$ cat config.mk
export PLATFORM = sky130hd
export DESIGN_NAME = clock_unit_gating_divider
export DESIGN_NICKNAME = d
export VERILOG_FILES = /design/src/hdl/clock_unit_pkg.sv /design/src/hdl/clk_div_stage.sv /design/src/hdl/clock_unit_gating_divider.sv
export SDC_FILE = /design/constraint.sdc
export NUM_CORES = 1
export LEC_CHECK = 0
export ABC_CLOCK_PERIOD_IN_PS = 6600
export BUFFER_PORTS_ARGS = -buffer_cell sky130_fd_sc_hd__buf_2
export CORE_MARGIN = 2
export CORE_UTILIZATION = 59
export DETAILED_ROUTE_END_ITERATION = 6
export GPL_ROUTABILITY_DRIVEN = 0
export PLACE_DENSITY = 0.85
export SLEW_MARGIN = 15
export SYNTH_ARGS = -nofsm -noshare
export SYNTH_HDL_FRONTEND = slang
export SYNTH_HIERARCHICAL = 1
export SYNTH_SLANG_ARGS = --single-unit
$ cat constraint.sdc
create_clock -name clk_i -period 6.6 [get_ports clk_i]
set_input_delay 1.32 -clock clk_i [delete_from_list [all_inputs] [get_ports clk_i]]
set_output_delay 1.32 -clock clk_i [all_outputs]
set_load 0.1 [all_outputs]
$ cat src/hdl/clock_unit_pkg.sv
package clock_unit_pkg;

	// Register byte addresses
	localparam logic [7:0] ROUTE_ADDR = 8'h00;
	localparam logic [7:0] GATE_ADDR = 8'h04;

	// Gating register layout
	localparam int GATE_N = 11;
	localparam int RUN_BIT = 11;
	localparam int LOCK_BIT = 14;
	localparam int GRST_BIT = 15;
	localparam int ID_LSB = 24;
	// Chip identity, value is arbitrary
	localparam logic [7:0] CHIP_ID = 8'h5A;

	// Gate outputs with a source other than the master clock
	localparam int VIF_BIT = 5;
	localparam int SERBUS_BIT = 8;
	localparam int GFX_BIT = 10;

	// Divider setup field width
	localparam int DIV_W = 4;

	// Cycles without a crystal edge before the crystal counts as dead
	localparam int XTAL_TO = 64;
	localparam int XWD_W = 16;

	// Selectable master and pixel clock inputs
	typedef enum logic [1:0] {
		SRC_XTAL,
		SRC_PIXIN,
		SRC_HOST,
		SRC_AUX
	} clk_src_t;

	// Routing register, bit 0 is mst_sel[0]
	typedef struct packed {
		logic vif_scaler;
		logic [DIV_W-1:0] pix_div;
		logic pix_pll;
		clk_src_t pix_sel;
		logic [DIV_W-1:0] mst_div;
		logic mst_pll;
		clk_src_t mst_sel;
	} routing_t;

	localparam int ROUTE_W = $bits(routing_t);
	localparam routing_t ROUTE_RST = '0;
	localparam logic [GATE_N-1:0] GATE_RST = '0;

	// Asynchronous pin levels, all passed through two flops
	typedef struct packed {
		logic pll_lock;
		logic pll_clk;
		logic ext_rst_n;
		logic scaler;
		logic aux;
		logic host;
		logic pixin;
		logic xtal;
	} pins_t;

endpackage

$ cat src/hdl/clk_div_stage.sv
`timescale 1ns/10ps
module clk_div_stage #(
	parameter int W = 4
) (
	// Clock and reset
	input wire logic clk_i,
	input wire logic sys_rst_i,
	// Source level and its rising edge
	input wire logic src_i,
	input wire logic rise_i,
	input wire logic [W-1:0] setup_i,
	// Divided clock level
	output logic clk_o
);

	if (W < 1 || W > 16) begin : g_chk
		$error("clk_div_stage: W out of range");
	end

	logic [W-1:0] cnt_q, cnt_d;
	logic [W:0] half;
	logic out_d;

	// Count source rises; high phase is the shorter one on odd ratios
	always_comb begin
		cnt_d = cnt_q;
		out_d = clk_o;
		half = ({1'b0, setup_i} + (W+1)'(2)) >> 1;
		if (setup_i == '0) begin
			cnt_d = '0;
			out_d = src_i; // Ratio one passes through
		end else if (rise_i) begin
			cnt_d = (cnt_q >= setup_i) ? '0 : cnt_q + W'(1);
			out_d = ({1'b0, cnt_d} >= half);
		end
	end

	always_ff @(posedge clk_i or posedge sys_rst_i) begin
		if (sys_rst_i) begin
			cnt_q <= '0;
			clk_o <= 1'b0;
		end else begin
			cnt_q <= cnt_d;
			clk_o <= out_d;
		end
	end
endmodule

$ cat src/hdl/clock_unit_gating_divider.sv
// What this block does
// - Gate bits 0-10 open the eleven module clocks in fixed order.
// - Master and pixel clocks pick one of four inputs, optionally via PLL.
// - Scaler video clock only feeds the video interface gate.
// - All module clock gates are closed after hardware reset.
// - Synchronised reset goes to all components, needs crystal clock.
// - Reset stays asserted while the crystal input does not toggle.
// - Dividers divide by setup value plus one, zero passes through.
// - Odd ratios give a high phase one cycle shorter than low.
// - Global reset bit reads zero; write one asserts, zero releases.
// - PLL lock bit is read only; writes do nothing.
//
// The address map and strobed register access were left to the implementer.
`timescale 1ns/10ps
module clock_unit_gating_divider
	import clock_unit_pkg::*;
#(
	parameter int XTAL_TIMEOUT = XTAL_TO
) (
	// Clock and reset
	input wire logic clk_i,
	input wire logic sys_rst_i,
	// Register port
	input wire logic [7:0] reg_addr_i,
	input wire logic [31:0] reg_wdata_i,
	input wire logic reg_wr_i,
	input wire logic reg_rd_i,
	output logic [31:0] reg_rdata_o,
	// Clock and reset pins
	input wire logic crystal_input_i,
	input wire logic display_pixel_clock_input_i,
	input wire logic host_bus_clock_i,
	input wire logic aux_ref_clock_i,
	input wire logic scaler_video_clock_i,
	input wire logic external_reset_n_i,
	// Analog PLL macro
	input wire logic pll_clk_i,
	input wire logic pll_lock_i,
	output logic pll_ref_o,
	output logic pll_powerdown_o,
	// Generated clocks and reset
	output logic master_clk_o,
	output logic pixel_clk_o,
	output logic [GATE_N-1:0] gate_clk_o,
	output logic core_rst_o
);

	if (XTAL_TIMEOUT < 2 || XTAL_TIMEOUT >= 2**XWD_W) begin : g_chk
		$error("XTAL_TIMEOUT out of range");
	end

	localparam logic [XWD_W-1:0] XWD_MAX = XWD_W'(XTAL_TIMEOUT);

	// Level of one selectable input; scaler clock is not offered
	function automatic logic src_lvl(clk_src_t s, logic use_pll, pins_t p);
		src_lvl = p.pll_clk;
		if (!use_pll) begin
			case (s)
				SRC_XTAL: src_lvl = p.xtal;
				SRC_PIXIN: src_lvl = p.pixin;
				SRC_HOST: src_lvl = p.host;
				default: src_lvl = p.aux;
			endcase
		end
	endfunction

	pins_t pin_raw, sync1_q, sync2_q, sync3_q;

	// Pins cross into clk_i; third stage only feeds edge detection
	always_comb begin
		pin_raw = '{pll_lock: pll_lock_i, pll_clk: pll_clk_i,
			ext_rst_n: external_reset_n_i, scaler: scaler_video_clock_i,
			aux: aux_ref_clock_i, host: host_bus_clock_i,
			pixin: display_pixel_clock_input_i, xtal: crystal_input_i};
	end

	always_ff @(posedge clk_i or posedge sys_rst_i) begin
		if (sys_rst_i) begin
			sync1_q <= '0;
			sync2_q <= '0;
			sync3_q <= '0;
		end else begin
			sync1_q <= pin_raw;
			sync2_q <= sync1_q;
			sync3_q <= sync2_q;
		end
	end

	// Register state
	routing_t route_q, route_d;
	logic [GATE_N-1:0] en_q, en_d;
	logic run_q, run_d;
	logic srst_q, srst_d;
	logic [31:0] rdata_d;

	// Decode writes and reads; lock bit is not stored, reset bit is stored but never read back
	always_comb begin
		route_d = route_q;
		en_d = en_q;
		run_d = run_q;
		srst_d = srst_q;
		rdata_d = '0;
		if (reg_wr_i) begin
			if (reg_addr_i == ROUTE_ADDR) begin
				route_d = routing_t'(reg_wdata_i[ROUTE_W-1:0]);
			end else if (reg_addr_i == GATE_ADDR) begin
				en_d = reg_wdata_i[GATE_N-1:0];
				run_d = reg_wdata_i[RUN_BIT];
				srst_d = reg_wdata_i[GRST_BIT];
			end
		end
		if (reg_rd_i) begin
			if (reg_addr_i == ROUTE_ADDR) begin
				rdata_d[ROUTE_W-1:0] = route_q;
			end else if (reg_addr_i == GATE_ADDR) begin
				rdata_d[GATE_N-1:0] = en_q;
				rdata_d[RUN_BIT] = run_q;
				// Lock only means anything while the PLL runs
				rdata_d[LOCK_BIT] = run_q & sync2_q.pll_lock;
				rdata_d[ID_LSB +: 8] = CHIP_ID;
			end
		end
	end

	always_ff @(posedge clk_i or posedge sys_rst_i) begin
		if (sys_rst_i) begin
			route_q <= ROUTE_RST;
			en_q <= GATE_RST;
			run_q <= 1'b0;
			srst_q <= 1'b0;
			reg_rdata_o <= '0;
		end else begin
			route_q <= route_d;
			en_q <= en_d;
			run_q <= run_d;
			srst_q <= srst_d;
			reg_rdata_o <= rdata_d;
		end
	end

	// Source selection and edges for both dividers
	logic mst_now, mst_rise, pix_now, pix_rise;

	always_comb begin
		mst_now = src_lvl(route_q.mst_sel, route_q.mst_pll, sync2_q);
		mst_rise = mst_now
			& ~src_lvl(route_q.mst_sel, route_q.mst_pll, sync3_q);
		pix_now = src_lvl(route_q.pix_sel, route_q.pix_pll, sync2_q);
		pix_rise = pix_now
			& ~src_lvl(route_q.pix_sel, route_q.pix_pll, sync3_q);
	end

	clk_div_stage #(
		.W(DIV_W)
	) u_mst_div (
		.clk_i(clk_i),
		.sys_rst_i(sys_rst_i),
		.src_i(mst_now),
		.rise_i(mst_rise),
		.setup_i(route_q.mst_div),
		.clk_o(master_clk_o)
	);

	clk_div_stage #(
		.W(DIV_W)
	) u_pix_div (
		.clk_i(clk_i),
		.sys_rst_i(sys_rst_i),
		.src_i(pix_now),
		.rise_i(pix_rise),
		.setup_i(route_q.pix_div),
		.clk_o(pixel_clk_o)
	);

	// Module clock gates
	logic [GATE_N-1:0] gsrc, gen_q, gen_d, gate_d;

	// Enable moves only in a low phase, so no runt pulse escapes
	always_comb begin
		for (int i = 0; i < GATE_N; i++) begin
			gsrc[i] = master_clk_o;
		end
		gsrc[VIF_BIT] = route_q.vif_scaler ? sync2_q.scaler
			: master_clk_o;
		gsrc[SERBUS_BIT] = sync2_q.host;
		gsrc[GFX_BIT] = pixel_clk_o;
		for (int i = 0; i < GATE_N; i++) begin
			gen_d[i] = gsrc[i] ? gen_q[i] : en_q[i];
			gate_d[i] = gen_q[i] & gsrc[i];
		end
	end

	always_ff @(posedge clk_i or posedge sys_rst_i) begin
		if (sys_rst_i) begin
			gen_q <= GATE_RST;
			gate_clk_o <= '0;
		end else begin
			gen_q <= gen_d;
			gate_clk_o <= gate_d;
		end
	end

	// Crystal watchdog, core reset and PLL control
	logic [XWD_W-1:0] xwd_q, xwd_d;
	logic rst_d, pd_d, ref_d;

	// Without crystal edges the rest of the chip never leaves reset
	always_comb begin
		if (sync2_q.xtal ^ sync3_q.xtal) begin
			xwd_d = '0;
		end else if (xwd_q >= XWD_MAX) begin
			xwd_d = XWD_MAX;
		end else begin
			xwd_d = xwd_q + XWD_W'(1);
		end
		rst_d = ~sync2_q.ext_rst_n | srst_q | (xwd_q >= XWD_MAX);
		pd_d = ~run_q;
		ref_d = src_lvl(route_q.mst_sel, 1'b0, sync2_q);
	end

	always_ff @(posedge clk_i or posedge sys_rst_i) begin
		if (sys_rst_i) begin
			xwd_q <= XWD_MAX; // Crystal counts as dead until it toggles
			core_rst_o <= 1'b1;
			pll_powerdown_o <= 1'b1;
			pll_ref_o <= 1'b0;
		end else begin
			xwd_q <= xwd_d;
			core_rst_o <= rst_d;
			pll_powerdown_o <= pd_d;
			pll_ref_o <= ref_d;
		end
	end
endmodule

==> impl_results.md <==
* Minimum clock period at 3.17 ns
* Syn-to-layout area delta at 19.7%
* HP Class: flop to flop
* Max rail drop VDD at 0.232 mV
* Commonest cells in the netlist: dfrtp_1, mux2_2, nor2_1
* RSZ-0062 raised after global routing: false
* CTS tree: yes
* Design Power at 1.86 mW
* CP bufs+invs at 1
* Final hold vios at 0
* First-pass GRT wire length at 16,500 um
* Post-cts sizing count at 0
* Int Pwr at 1.35 mW
* Crit start category: flop
* Warnings, synthesis at 6
* Port Buffers at 70
* DIE HEIGHT at 96.6 um
* Final Cycle Share at 48.0%
* # H-tree levels at 4
* Synth Area per Inst at 13.2 um^2
* Core area at 8260 um^2
* FF+latch area at 2910 um^2
* Top_reg_cell synth: dfrtp_1
* Antenna violations before repair at 1
* Seq pwr share at 41.5%
* Pins Over Slew Limit at 0
* Least-Margin Pin Slew at 0.981 ns
* Grt total ovfl at 0
* Final setup skew at 0.00668 ns
* P_leak at 3.00 nW
* Worst-path maximum fanout at 19
* Clock-pin slew on the worst setup and hold paths at 0.06 ns
* Status: finished clean
* Clk sinks at 116
* Cell row count at 33
* CTS Buf Count at 17
* Worst path cell trace: buf_2
* Syn Inst Count at 384
* Longest Clk Path Bufs at 2
* Cell chosen for the clock root: clkbuf_8
* Vias after detailed routing at 3,159
* Critical setup path kind: flop to output pin
* Worst-Skew Late Latency at 0.51 ns
* Gate power share at 11.0%
* Final Util at 73.4%
* Starting Density at 61.3%
* Synthesized area at 5060 um^2
* Post-synth EDFFs at 0
* IO Pins at 100
* Largest net degree at the start of global routing at 81
* Setup_tns at 0 ns
* Slowest-stage cell, CP: dfrtp_1
* Final std cells w/o fill at 590
* DP Area at 5470 um^2
* Max Freq at 0.315 GHz
* Vias in the first global route at 3,324
* Final worst slack at 3.43 ns
* Hold_ws at 0.349 ns
* Drt wl/cell at 16.6 um
* TritonRoute pass-1 iters at 4
* Async SR Flop Fraction at 100%
* Pre-CTS setup slack at 3.45 ns
* Rel. slew slack at 34.6%
* DRC Markers at 0
* Critical Path RT at 5.28 ns
* Arrival time worst endpoint at 1.85 ns
* DP Cell Count at 557
* Chip width at 96.6 um
* Max_cap viols at 0
* Synth top area share at 55.9%
* Clock power share at 47.5%
* Post-route ant nets at 0
* Post-CTS setup buffers at 0
* Fill cells at 543
* Synth top area cells: dfrtp_1, mux2_2, ha_1, mux2i_1, buf_4
* Post-CTS Hold Buffers at 0
* Power Density at 307 nW/um^2
* Crit-path max cell delay at 0.79 ns
* Synth unique cells at 44
* GRT Total Usage at 22.8%
* Net Sw Frac at 27.5%
* Sw power at 0.511 mW
* Initial DRC Count at 163
* Design area at 6060 um^2
* CP delay by family, top: flip-flops
* Register area share after synthesis at 57.4%
* Largest area contributor in the netlist: dfrtp_1
* Multi-input gate area in the final layout at 1980 um^2
* Share of cells above drive strength 1 at 32.0%
* Via-to-Cell Ratio at 5.35
* Post-DP HPWL at 6420 um
* Layout Nets at 545
* Worst Setup End Kind: output pin
* Most common cell in the netlist: dfrtp_1
* Die area at 9340 um^2
* Register bit total from synthesis at 116
* Endpoints failing setup at 0
* Total wire length at 9780 um
registers in the layout (all words and copies together), names as in the netlist, 4 cells and up:
signal,count
en_q,11
route_q,15
sync1_q,8
gen_q,11
u_pix_div/cnt_q,4
xwd_q,16
gate_clk_o,11
sync2_q,7
reg_rdata_o,16
u_mst_div/cnt_q,4
sync3_q,5
power groups by stage:
| stage | Clock [mW] | Sequential, mW | Combinational [mW] |
|---|---|---|---|
| after CTS | 0.893 | 0.773 | 0.206 |
| after global routing | 0.938 | 0.777 | 0.220 |
| final | 0.883 | 0.773 | 0.205 |
| after global placement | 0 | 0.782 | 0.199 |
| after detailed placement | 0 | 0.785 | 0.204 |
| after floorplan | 0 | 0.822 | 0.125 |
per-layer routing:
| metal | vias to the layer above | part of all wire, % | track usage [%] |
|---|---|---|---|
| li1 | 1482 | - | - |
| met1 | 1572 | 42 | 29.1 |
| met5 | - | 0 | 0 |
| met3 | 12 | 6.0 | 8.16 |
| met2 | 93 | 51 | 37.1 |
| met4 | 0 | 1.3 | 6.93 |
placed cells by master, fill, tap and decap left out, types with 5 or more instances in the layout:
cell type,n
mux2_2,30
mux2_1,10
o21ai_0,9
conb_1,22
mux2i_1,15
dfrtp_1,113
and2_1,10
buf_2,70
a21oi_1,8
nand2b_1,6
inv_1,20
and3_1,5
xnor2_1,7
nor2_1,30
nand3_1,11
nand2_1,6
clkbuf_16,16
ha_1,22
worst paths after layout:
check                           startpoint                  to  slack, ns  cells past startpoint
hold reg to reg                 sync1_q[5]          sync2_q[5]       0.35                      0
setup reg to reg               route_q[11]     u_pix_div/clk_o       4.05                     10
min in group asynchronous        sys_rst_i  u_pix_div/cnt_q[2]       0.74                      2
setup / recovery           u_mst_div/clk_o        master_clk_o       3.43                      1
max in group asynchronous        sys_rst_i       gate_clk_o[2]       4.53                      3
hold / removal                  sync1_q[5]          sync2_q[5]       0.35                      0
cell type report:
type / count / share of cell area (%)
timing repair buffer: 73 / 6.15
clock buffer: 18 / 7.06
tap: 105 / 2.17
clock inverter: 14 / 2.54
antenna: 1 / 0.0413
sequential: 116 / 48.0
inverter: 21 / 1.34
multi-input combinational: 242 / 32.7
cell families (layout without fill, tap and decap cells):
group / after synthesis / count (layout) / share of synthesized area (%)
adder cells (fa/ha/maj): 22 / 22 / 5.44
XOR/XNOR: 10 / 10 / 1.73
AND/OR/NAND/NOR: 98 / 98 / 11.5
buffers and inverters: 47 / 126 / 4.97
other: 1 / 23 / 0.0741
AO/OA/AOI/OAI: 31 / 31 / 5.24
flip-flops: 116 / 116 / 57.4
multiplexers: 59 / 59 / 13.6
(Power assumes the default switching activity.)
